<file path="src/verilog/prec_pkg.sv">
// Constants for the receive error counter and lamp control bank
package prec_pkg;

  // Register offsets within the management register space
  localparam logic [4:0] ADDR_FALSE_CARRIER = 5'h13;
  localparam logic [4:0] ADDR_DISCONNECT = 5'h14;
  localparam logic [4:0] ADDR_ERROR_FRAME = 5'h15;
  localparam logic [4:0] ADDR_SYMBOL_ERROR = 5'h16;
  localparam logic [4:0] ADDR_EARLY_END = 5'h17;
  localparam logic [4:0] ADDR_TEN_EOF = 5'h18;
  localparam logic [4:0] ADDR_JABBER = 5'h19;
  localparam logic [4:0] ADDR_SPECIAL_LED = 5'h1B;

  // Widths
  localparam int CNT_W = 16;
  localparam int REG_W = 16;
  localparam int NUM_CNT = 7;

  // Counter slots in the bank
  localparam int IDX_FALSE_CARRIER = 0;
  localparam int IDX_DISCONNECT = 1;
  localparam int IDX_ERROR_FRAME = 2;
  localparam int IDX_SYMBOL_ERROR = 3;
  localparam int IDX_EARLY_END = 4;
  localparam int IDX_TEN_EOF = 5;
  localparam int IDX_JABBER = 6;

  // Reset and limit values of the counters
  localparam logic [15:0] CNT_RESET = 16'h0000;
  localparam logic [15:0] CNT_FULL = 16'hFFFF;

  // Special control register field positions
  localparam int SPC_PROBE_BIT = 5;
  localparam int SPC_NEW_MODE_BIT = 4;
  localparam int SPC_JAB_DIS_BIT = 3;
  localparam int SPC_LED_LSB = 0;
  localparam int SPC_LED_W = 3;

  // Special control register reset values
  localparam logic [2:0] LED_SEL_RESET = 3'h0;
  localparam logic PROBE_RESET = 1'b0;
  localparam logic JAB_DIS_RESET = 1'b0;

  // Bad symbols folded into one counted symbol error
  localparam logic [2:0] SYM_RUN_LEN = 3'h6;

  // Lamp source selections
  typedef enum logic [2:0] {
    PREC_LED_ACT_LINK,
    PREC_LED_SPD_COL,
    PREC_LED_SPD_LINK,
    PREC_LED_ACT_COL,
    PREC_LED_OFF_OFF,
    PREC_LED_OFF_ON,
    PREC_LED_ON_OFF,
    PREC_LED_ON_ON
  } prec_led_sel_e;

endpackage : prec_pkg

</file>
<file path="src/verilog/prec_sat_counter.sv">
// Saturating, clear-on-read event counter
`timescale 1ns/10ps
`default_nettype none

module prec_sat_counter (
  // Clock, reset and enable
  input wire logic clk,
  input wire logic rst,
  input wire logic ce,
  // Event and clear
  input wire logic inc,
  input wire logic clr,
  // Count
  output logic [15:0] count_q
);

  logic [15:0] count_d;

  // Next count; an event in the clearing cycle is kept as one
  always_comb begin
    count_d = count_q;
    if (clr) begin
      count_d = inc ? 16'h0001 : prec_pkg::CNT_RESET;
    end else if (inc && (count_q != prec_pkg::CNT_FULL)) begin
      count_d = count_q + 16'h0001;
    end
  end

  // Count register
  always_ff @(posedge clk or posedge rst) begin
    if (rst) begin
      count_q <= 16'h0000;
    end else if (ce) begin
      count_q <= count_d;
    end
  end

endmodule : prec_sat_counter

`default_nettype wire

</file>
<file path="src/verilog/prec_counters.sv">
// Receive error statistics counters and lamp control register bank
//
// Function
// - False carrier count, zeroed by reading it
// - Disconnect count, saturating, cleared on read
// - One count per errored frame, saturating
// - Symbol error count, saturating, cleared on read
// - Six consecutive bad symbols count once
// - Early frame end count, saturating, read-clear
// - Ten-meg end-of-frame error count, saturating
// - Jabber detection count, saturating, read-clear
// - Special control bits 15:6 read zero
`timescale 1ns/10ps
`default_nettype none

module prec_counters (
  // Clock, reset and enable
  input wire logic clk,
  input wire logic rst,
  input wire logic ce,
  // Management register port
  input wire logic [4:0] reg_addr,
  input wire logic reg_rd,
  input wire logic reg_wr,
  input wire logic [15:0] reg_wdata,
  output logic [15:0] reg_rdata,
  output logic reg_hit,
  // Hundred-meg receive events
  input wire logic rx_frame_active,
  input wire logic rx_symbol_valid,
  input wire logic rx_bad_symbol,
  input wire logic false_carrier_evt,
  input wire logic disconnect_evt,
  input wire logic early_end_evt,
  // Ten-meg events
  input wire logic ten_eof_err_evt,
  input wire logic jabber_evt,
  // Lamp sources, high while lit
  input wire logic activity_src,
  input wire logic link_src,
  input wire logic speed_src,
  input wire logic collision_src,
  // Mode strap pin
  input wire logic new_mode_strap,
  // Control outputs
  output logic probe_swap,
  output logic rx_jabber_disable,
  // Lamp pins, low while lit
  output logic activity_lamp_n,
  output logic link_lamp_n
);

  // Per-counter increment and clear strobes
  logic [6:0] cnt_inc;
  logic [6:0] cnt_clr;
  logic [15:0] cnt_val [7];

  // Symbol run tracking
  logic [2:0] sym_run_q;
  logic [2:0] sym_run_d;
  logic sym_err_pulse;

  // Errored frame tracking
  logic frame_err_q;
  logic frame_err_d;
  logic frame_err_pulse;

  // Special control register fields
  logic [2:0] led_sel_q;
  logic [2:0] led_sel_d;
  logic probe_q;
  logic probe_d;
  logic jab_dis_q;
  logic jab_dis_d;

  // Strap synchroniser and captured mode
  logic [2:0] strap_sync_q;
  logic [2:0] strap_sync_d;
  logic new_mode_q;
  logic new_mode_d;

  // Read data and lamp registers
  logic [15:0] rdata_q;
  logic [15:0] rdata_d;
  logic act_lamp_n_q;
  logic act_lamp_n_d;
  logic link_lamp_n_q;
  logic link_lamp_n_d;

  // Read-side decode
  logic rd_sel;
  logic wr_spc;
  logic [15:0] spc_word;

  // run of six
  // Counts the first bad symbol of a run, then once more per six bad
  always_comb begin
    sym_run_d = sym_run_q;
    sym_err_pulse = 1'b0;
    if (!rx_frame_active) begin
      sym_run_d = 3'h0;
    end else if (rx_symbol_valid) begin
      if (rx_bad_symbol) begin
        sym_err_pulse = (sym_run_q == 3'h0);
        if (sym_run_q == prec_pkg::SYM_RUN_LEN - 3'h1) begin
          sym_run_d = 3'h0;
        end else begin
          sym_run_d = sym_run_q + 3'h1;
        end
      end else begin
        sym_run_d = 3'h0;
      end
    end
  end

  // Symbol run register
  always_ff @(posedge clk or posedge rst) begin
    if (rst) begin
      sym_run_q <= 3'h0;
    end else if (ce) begin
      sym_run_q <= sym_run_d;
    end
  end

  // once per frame
  // Flag holds after the first error so later ones in the frame are ignored
  always_comb begin
    frame_err_d = frame_err_q;
    frame_err_pulse = 1'b0;
    if (!rx_frame_active) begin
      frame_err_d = 1'b0;
    end else if ((sym_err_pulse || early_end_evt) && !frame_err_q) begin
      frame_err_d = 1'b1;
      frame_err_pulse = 1'b1;
    end
  end

  // Errored frame flag
  always_ff @(posedge clk or posedge rst) begin
    if (rst) begin
      frame_err_q <= 1'b0;
    end else if (ce) begin
      frame_err_q <= frame_err_d;
    end
  end

  // Event routing into the counter slots
  always_comb begin
    cnt_inc = 7'h00;
    cnt_inc[prec_pkg::IDX_FALSE_CARRIER] = false_carrier_evt;
    cnt_inc[prec_pkg::IDX_DISCONNECT] = disconnect_evt;
    cnt_inc[prec_pkg::IDX_ERROR_FRAME] = frame_err_pulse;
    cnt_inc[prec_pkg::IDX_SYMBOL_ERROR] = sym_err_pulse;
    cnt_inc[prec_pkg::IDX_EARLY_END] = early_end_evt;
    cnt_inc[prec_pkg::IDX_TEN_EOF] = ten_eof_err_evt;
    cnt_inc[prec_pkg::IDX_JABBER] = jabber_evt;
  end

  // Clear strobes from reads of each counter address
  always_comb begin
    cnt_clr = 7'h00;
    if (reg_rd) begin
      cnt_clr[prec_pkg::IDX_FALSE_CARRIER] = (reg_addr == prec_pkg::ADDR_FALSE_CARRIER);
      cnt_clr[prec_pkg::IDX_DISCONNECT] = (reg_addr == prec_pkg::ADDR_DISCONNECT);
      cnt_clr[prec_pkg::IDX_ERROR_FRAME] = (reg_addr == prec_pkg::ADDR_ERROR_FRAME);
      cnt_clr[prec_pkg::IDX_SYMBOL_ERROR] = (reg_addr == prec_pkg::ADDR_SYMBOL_ERROR);
      cnt_clr[prec_pkg::IDX_EARLY_END] = (reg_addr == prec_pkg::ADDR_EARLY_END);
      cnt_clr[prec_pkg::IDX_TEN_EOF] = (reg_addr == prec_pkg::ADDR_TEN_EOF);
      cnt_clr[prec_pkg::IDX_JABBER] = (reg_addr == prec_pkg::ADDR_JABBER);
    end
  end

  // counters reset zero
  // One saturating counter per slot; each clears on its own read
  for (genvar i = 0; i < prec_pkg::NUM_CNT; i++) begin : g_cnt
    prec_sat_counter u_cnt (
      .clk(clk),
      .rst(rst),
      .ce(ce),
      .inc(cnt_inc[i]),
      .clr(cnt_clr[i]),
      .count_q(cnt_val[i])
    );
  end

  // Special control register next values
  assign wr_spc = reg_wr && (reg_addr == prec_pkg::ADDR_SPECIAL_LED);

  always_comb begin
    led_sel_d = led_sel_q;
    probe_d = probe_q;
    jab_dis_d = jab_dis_q;
    if (wr_spc) begin
      led_sel_d = reg_wdata[prec_pkg::SPC_LED_LSB +: prec_pkg::SPC_LED_W];
      probe_d = reg_wdata[prec_pkg::SPC_PROBE_BIT];
      jab_dis_d = reg_wdata[prec_pkg::SPC_JAB_DIS_BIT];
    end
  end

  // Special control register
  always_ff @(posedge clk or posedge rst) begin
    if (rst) begin
      led_sel_q <= prec_pkg::LED_SEL_RESET;
      probe_q <= prec_pkg::PROBE_RESET;
      jab_dis_q <= prec_pkg::JAB_DIS_RESET;
    end else if (ce) begin
      led_sel_q <= led_sel_d;
      probe_q <= probe_d;
      jab_dis_q <= jab_dis_d;
    end
  end

  // Strap pin sync; the first stage feeds only the second
  always_comb begin
    strap_sync_d = {strap_sync_q[1:0], new_mode_strap};
    new_mode_d = new_mode_q;
    // Change accepted only once stages two and three agree
    if (strap_sync_q[1] == strap_sync_q[2]) begin
      new_mode_d = strap_sync_q[2];
    end
  end

  // Strap synchroniser and filtered mode bit
  always_ff @(posedge clk or posedge rst) begin
    if (rst) begin
      strap_sync_q <= 3'h0;
      new_mode_q <= 1'b0;
    end else if (ce) begin
      strap_sync_q <= strap_sync_d;
      new_mode_q <= new_mode_d;
    end
  end

  always_comb begin
    spc_word = 16'h0000;
    spc_word[prec_pkg::SPC_LED_LSB +: prec_pkg::SPC_LED_W] = led_sel_q;
    spc_word[prec_pkg::SPC_JAB_DIS_BIT] = jab_dis_q;
    spc_word[prec_pkg::SPC_NEW_MODE_BIT] = new_mode_q;
    spc_word[prec_pkg::SPC_PROBE_BIT] = probe_q;
  end

  // Read mux; data is the count before the read clears it
  always_comb begin
    rd_sel = 1'b1;
    rdata_d = rdata_q;
    unique case (reg_addr)
      prec_pkg::ADDR_FALSE_CARRIER: rdata_d = cnt_val[prec_pkg::IDX_FALSE_CARRIER];
      prec_pkg::ADDR_DISCONNECT: rdata_d = cnt_val[prec_pkg::IDX_DISCONNECT];
      prec_pkg::ADDR_ERROR_FRAME: rdata_d = cnt_val[prec_pkg::IDX_ERROR_FRAME];
      prec_pkg::ADDR_SYMBOL_ERROR: rdata_d = cnt_val[prec_pkg::IDX_SYMBOL_ERROR];
      prec_pkg::ADDR_EARLY_END: rdata_d = cnt_val[prec_pkg::IDX_EARLY_END];
      prec_pkg::ADDR_TEN_EOF: rdata_d = cnt_val[prec_pkg::IDX_TEN_EOF];
      prec_pkg::ADDR_JABBER: rdata_d = cnt_val[prec_pkg::IDX_JABBER];
      prec_pkg::ADDR_SPECIAL_LED: rdata_d = spc_word;
      default: begin
        // Other addresses belong to neighbouring register groups
        rd_sel = 1'b0;
        rdata_d = 16'h0000;
      end
    endcase
    if (!reg_rd) begin
      rdata_d = rdata_q;
    end
  end

  // Read data register
  always_ff @(posedge clk or posedge rst) begin
    if (rst) begin
      rdata_q <= 16'h0000;
    end else if (ce) begin
      rdata_q <= rdata_d;
    end
  end

  assign reg_rdata = rdata_q;
  assign reg_hit = rd_sel;

  // lamp source select
  // Lamps are active low: a lit source drives the pin low
  always_comb begin
    act_lamp_n_d = 1'b1;
    link_lamp_n_d = 1'b1;
    unique case (prec_pkg::prec_led_sel_e'(led_sel_q))
      prec_pkg::PREC_LED_ACT_LINK: begin
        act_lamp_n_d = ~activity_src;
        link_lamp_n_d = ~link_src;
      end
      prec_pkg::PREC_LED_SPD_COL: begin
        act_lamp_n_d = ~speed_src;
        link_lamp_n_d = ~collision_src;
      end
      prec_pkg::PREC_LED_SPD_LINK: begin
        act_lamp_n_d = ~speed_src;
        link_lamp_n_d = ~link_src;
      end
      prec_pkg::PREC_LED_ACT_COL: begin
        act_lamp_n_d = ~activity_src;
        link_lamp_n_d = ~collision_src;
      end
      prec_pkg::PREC_LED_OFF_OFF: begin
        act_lamp_n_d = 1'b1;
        link_lamp_n_d = 1'b1;
      end
      prec_pkg::PREC_LED_OFF_ON: begin
        act_lamp_n_d = 1'b1;
        link_lamp_n_d = 1'b0;
      end
      prec_pkg::PREC_LED_ON_OFF: begin
        act_lamp_n_d = 1'b0;
        link_lamp_n_d = 1'b1;
      end
      prec_pkg::PREC_LED_ON_ON: begin
        act_lamp_n_d = 1'b0;
        link_lamp_n_d = 1'b0;
      end
    endcase
  end

  // Lamp registers; reset dark to avoid a flash at power-up
  always_ff @(posedge clk or posedge rst) begin
    if (rst) begin
      act_lamp_n_q <= 1'b1;
      link_lamp_n_q <= 1'b1;
    end else if (ce) begin
      act_lamp_n_q <= act_lamp_n_d;
      link_lamp_n_q <= link_lamp_n_d;
    end
  end

  // Output assignments
  assign activity_lamp_n = act_lamp_n_q;
  assign link_lamp_n = link_lamp_n_q;
  assign probe_swap = probe_q;
  assign rx_jabber_disable = jab_dis_q;

endmodule : prec_counters

`default_nettype wire

</file>
<file path="config.mk">
export PLATFORM = sky130hd
export DESIGN_NAME = prec_counters
export DESIGN_NICKNAME = d
export VERILOG_FILES = /design/src/verilog/prec_pkg.sv /design/src/verilog/prec_sat_counter.sv /design/src/verilog/prec_counters.sv
export SDC_FILE = /design/constraint.sdc
export NUM_CORES = 1
export LEC_CHECK = 0
export BUFFER_PORTS_ARGS = -buffer_cell sky130_fd_sc_hd__buf_2
export CAP_MARGIN = 10
export CORE_MARGIN = 10
export CORE_UTILIZATION = 40
export CTS_BUF_LIST = sky130_fd_sc_hd__clkbuf_16
export DETAILED_ROUTE_END_ITERATION = 12
export PLACE_DENSITY = 0.58
export SLEW_MARGIN = 20
export SYNTH_ARGS = -nofsm -noshare
export SYNTH_HDL_FRONTEND = slang
export SYNTH_SLANG_ARGS = --single-unit
</file>
<file path="constraint.sdc">
create_clock -name clk -period 4.1 [get_ports clk]
set_clock_uncertainty 0.2 [all_clocks]
set_input_delay 0.41 -clock clk [delete_from_list [all_inputs] [get_ports clk]]
set_output_delay 0.41 -clock clk [all_outputs]
set_load 0.02 [all_outputs]
</file>
==> metrics.cfg <==
[outcome]
violations=negative hold slack
status=complete, but fails checks

[worst_hold_path]
hold_class=in -> async

[detailed_routing]
postRouteWirelength_um=24900
remaining_drc_errors=0
viasPerCell=5.98
vias=7333
final_antenna_net_count=0
dr.pass1.iters=5
dr.first_iter.drc_count=671
wire_per_inst_um=20.3

[layout]
design_area_um2=9460
area_delta_synth_final_pct=14.0
diodes=0
drive_above_1_share=0.131
nNetsFinal=990
post-route-util=0.466

[synthesis]
synth_top_area_share=0.425
ys_async_sr_fraction=1.00
synth-warning-count=0
yosys_most_used_dff=dfrtp_1
yosysTopAreaCell=dfrtp_1
yosysMostFrequentCell=dfrtp_1
synth.avg_cell_area_um2=9.18
netlist_area_um2=8300
netlist_instances=904
synth_enable_flop_cells=0
synth_seq_cells=143
synth.top_cells.by_area=dfrtp_1 42%, xnor2_1 5.5%, nor2_1 4.8%
syn-num-nets=950
synthTopCellsByCount=141 x dfrtp_1, 107 x nor2_1, 76 x nand2_1
synthDistinctLibCells=70
synth-seq-area-share=0.431

[grt]
track_usage=0.191
antenna_found_initial=0
overflow=0
grt_first_pass_wirelength_um=40300
grt_pass1_vias=7022
grt_max_degree=144

[setup_path]
r2r_end=g_cnt[2].u_cnt.count_q[4]
endpoint_kind=register
reg2reg_slack_ns=1.46
critPathKind=reg -> reg
arrival_ns=2.77
worstSetupStartpointType=register
cp.required_ns=4.23
r2r_start=g_cnt[2].u_cnt.count_q[0]
cp_max_fo=17
r2r_cells=6

[cts]
htreeDepth=4
clock-sinks=143
clk_path_buf_depth=2
numCtsBuffers=17
clkTransAtPathRegs_ns=0.06
post_cts_buffers=0
root_buffer=clkbuf_16
cts_tree=built
insertion_delay_ns=0.44

[timing]
setup_tns_ns=0
drv_slew=0
slew_headroom=0.345
clock.fmax_mhz=378
final-setup-viol-count=0
rsz0062_at_grt=no
hold_slack_ns=-0.0174
final_hold_viol_count=18
worst_slew_pin_slew_ns=0.978
fin_crit_ns=2.64
fin_crit_sh=0.645

[power_and_ir_drop]
power.density_nw_per_um2=433
p_total_uw=4100
leakage_uw=0.00385
peakVddDrop_mv=0.292

[die]
num_rows=52
die_area_um2=26900
start_util=0.409
fp.coreArea_um2=20300
io_pins=60
dieWidth_um=164
die_y_um=164

[place]
hpwl_um=17800
gp_congestion=0.918
portBuffers=48
place_area_um2=8800

[run]
drv_cap=0

[cells in the final DEF, fill, tap and decap left out, types with 7 or more instances in the layout]
| cell type | Yosys | final |
|---|---|---|
| inv_1 | 19 | 19 |
| a221oi_1 | 10 | 10 |
| nand4_1 | 36 | 36 |
| xnor2_1 | 52 | 52 |
| buf_4 | 0 | 10 |
| clkbuf_16 | 0 | 17 |
| a22o_1 | 14 | 14 |
| o211ai_1 | 9 | 9 |
| a22oi_1 | 31 | 31 |
| and4_1 | 12 | 12 |
| nor3_1 | 29 | 28 |
| or3_1 | 8 | 8 |
| o21ai_0 | 26 | 26 |
| and3_1 | 17 | 17 |
| nor2_1 | 107 | 107 |
| ha_1 | 7 | 7 |
| a21oi_1 | 23 | 23 |
| a31oi_1 | 13 | 13 |
| mux2_2 | 12 | 12 |
| a41oi_1 | 11 | 11 |
| nand3_1 | 46 | 46 |
| dfrtp_1 | 141 | 141 |
| buf_2 | 6 | 48 |
| a21o_1 | 11 | 11 |
| xor2_1 | 18 | 18 |
| nor4_1 | 18 | 18 |
| nand2_1 | 76 | 76 |
| and2_1 | 8 | 8 |
[timing repair]
action | CTS | global route
hold buffers | 6 | 0
resized for setup | 0 | 0
hold endpoints to repair | 6 | 0
[power breakdown]
| part | switching, uW | total [uW] | internal (uW) |
|---|---|---|---|
| combinational | 333 | 600 | 266 |
| sequential | 330 | 1930 | 1600 |
| clock | 668 | 1570 | 904 |
[final cells by class]
type / count / area, um2
fillers: 2019 / 10800
multi-input cells: 698 / 4480
flip-flops and latches: 143 / 3580
clock buffers: 17 / 425
repair buffers: 65 / 395
well taps: 270 / 338
clock inverters: 15 / 165
inverters: 19 / 75.1
[worst max-delay path, cell delays in order (launching register included)]
cell,delay (ns)
dfrtp_1,0.51
ha_1,0.26
nand3_1,0.20
nor4_2,0.44
or2_1,0.52
nor2_1,0.13
a31o_2,0.26
[worst max path at each step]
stage	from	slack [ns]	to	depth (start not counted)
2_1_floorplan	rst	1.70	frame_err_q	1
3_3_place_gp	reg_addr[3]	1.21	g_cnt[4].u_cnt.count_q[12]	6
3_5_place_dp	reg_addr[3]	1.19	g_cnt[4].u_cnt.count_q[11]	6
4_1_cts	g_cnt[2].u_cnt.count_q[0]	1.45	g_cnt[2].u_cnt.count_q[4]	6
5_1_grt	g_cnt[0].u_cnt.count_q[3]	1.27	g_cnt[0].u_cnt.count_q[2]	5
6_report	g_cnt[2].u_cnt.count_q[0]	1.46	g_cnt[2].u_cnt.count_q[4]	6
[cells by family after synthesis]
kind of cell | count (synthesis) | share of synthesized area
AO/OA/AOI/OAI | 193 | 0.170
XOR/XNOR | 70 | 0.0738
adder cells (fa/ha/maj) | 7 | 0.0105
buffers and inverters | 63 | 0.0303
flip-flops | 143 | 0.431
multiplexers | 15 | 0.0199
AND/OR/NAND/NOR | 413 | 0.264
[per-layer routing]
layer	routed length (um)	up-vias	GRT usage
met5	0	-	0
met4	387	0	0.0544
met3	1810	34	0.0431
met2	11500	237	0.295
met1	11200	3588	0.263
li1	-	3474	-
[flip-flops by register name (all words and copies together) (netlist names), 3 cells and up]
register and flops:
reg_rdata 16, led_sel_q 3, g_cnt.u_cnt.count_q 112, sym_run_q 3, strap_sync_q 3
[metrics by stage]
stage,worst slack [ns],std cells
global placement,1.21,1189
global route,1.27,1227
finish,1.46,1227
detailed placement,1.19,1189
CTS,1.45,1227
floorplan,1.70,904
Note: power is estimated with default switching activity, not from simulation.
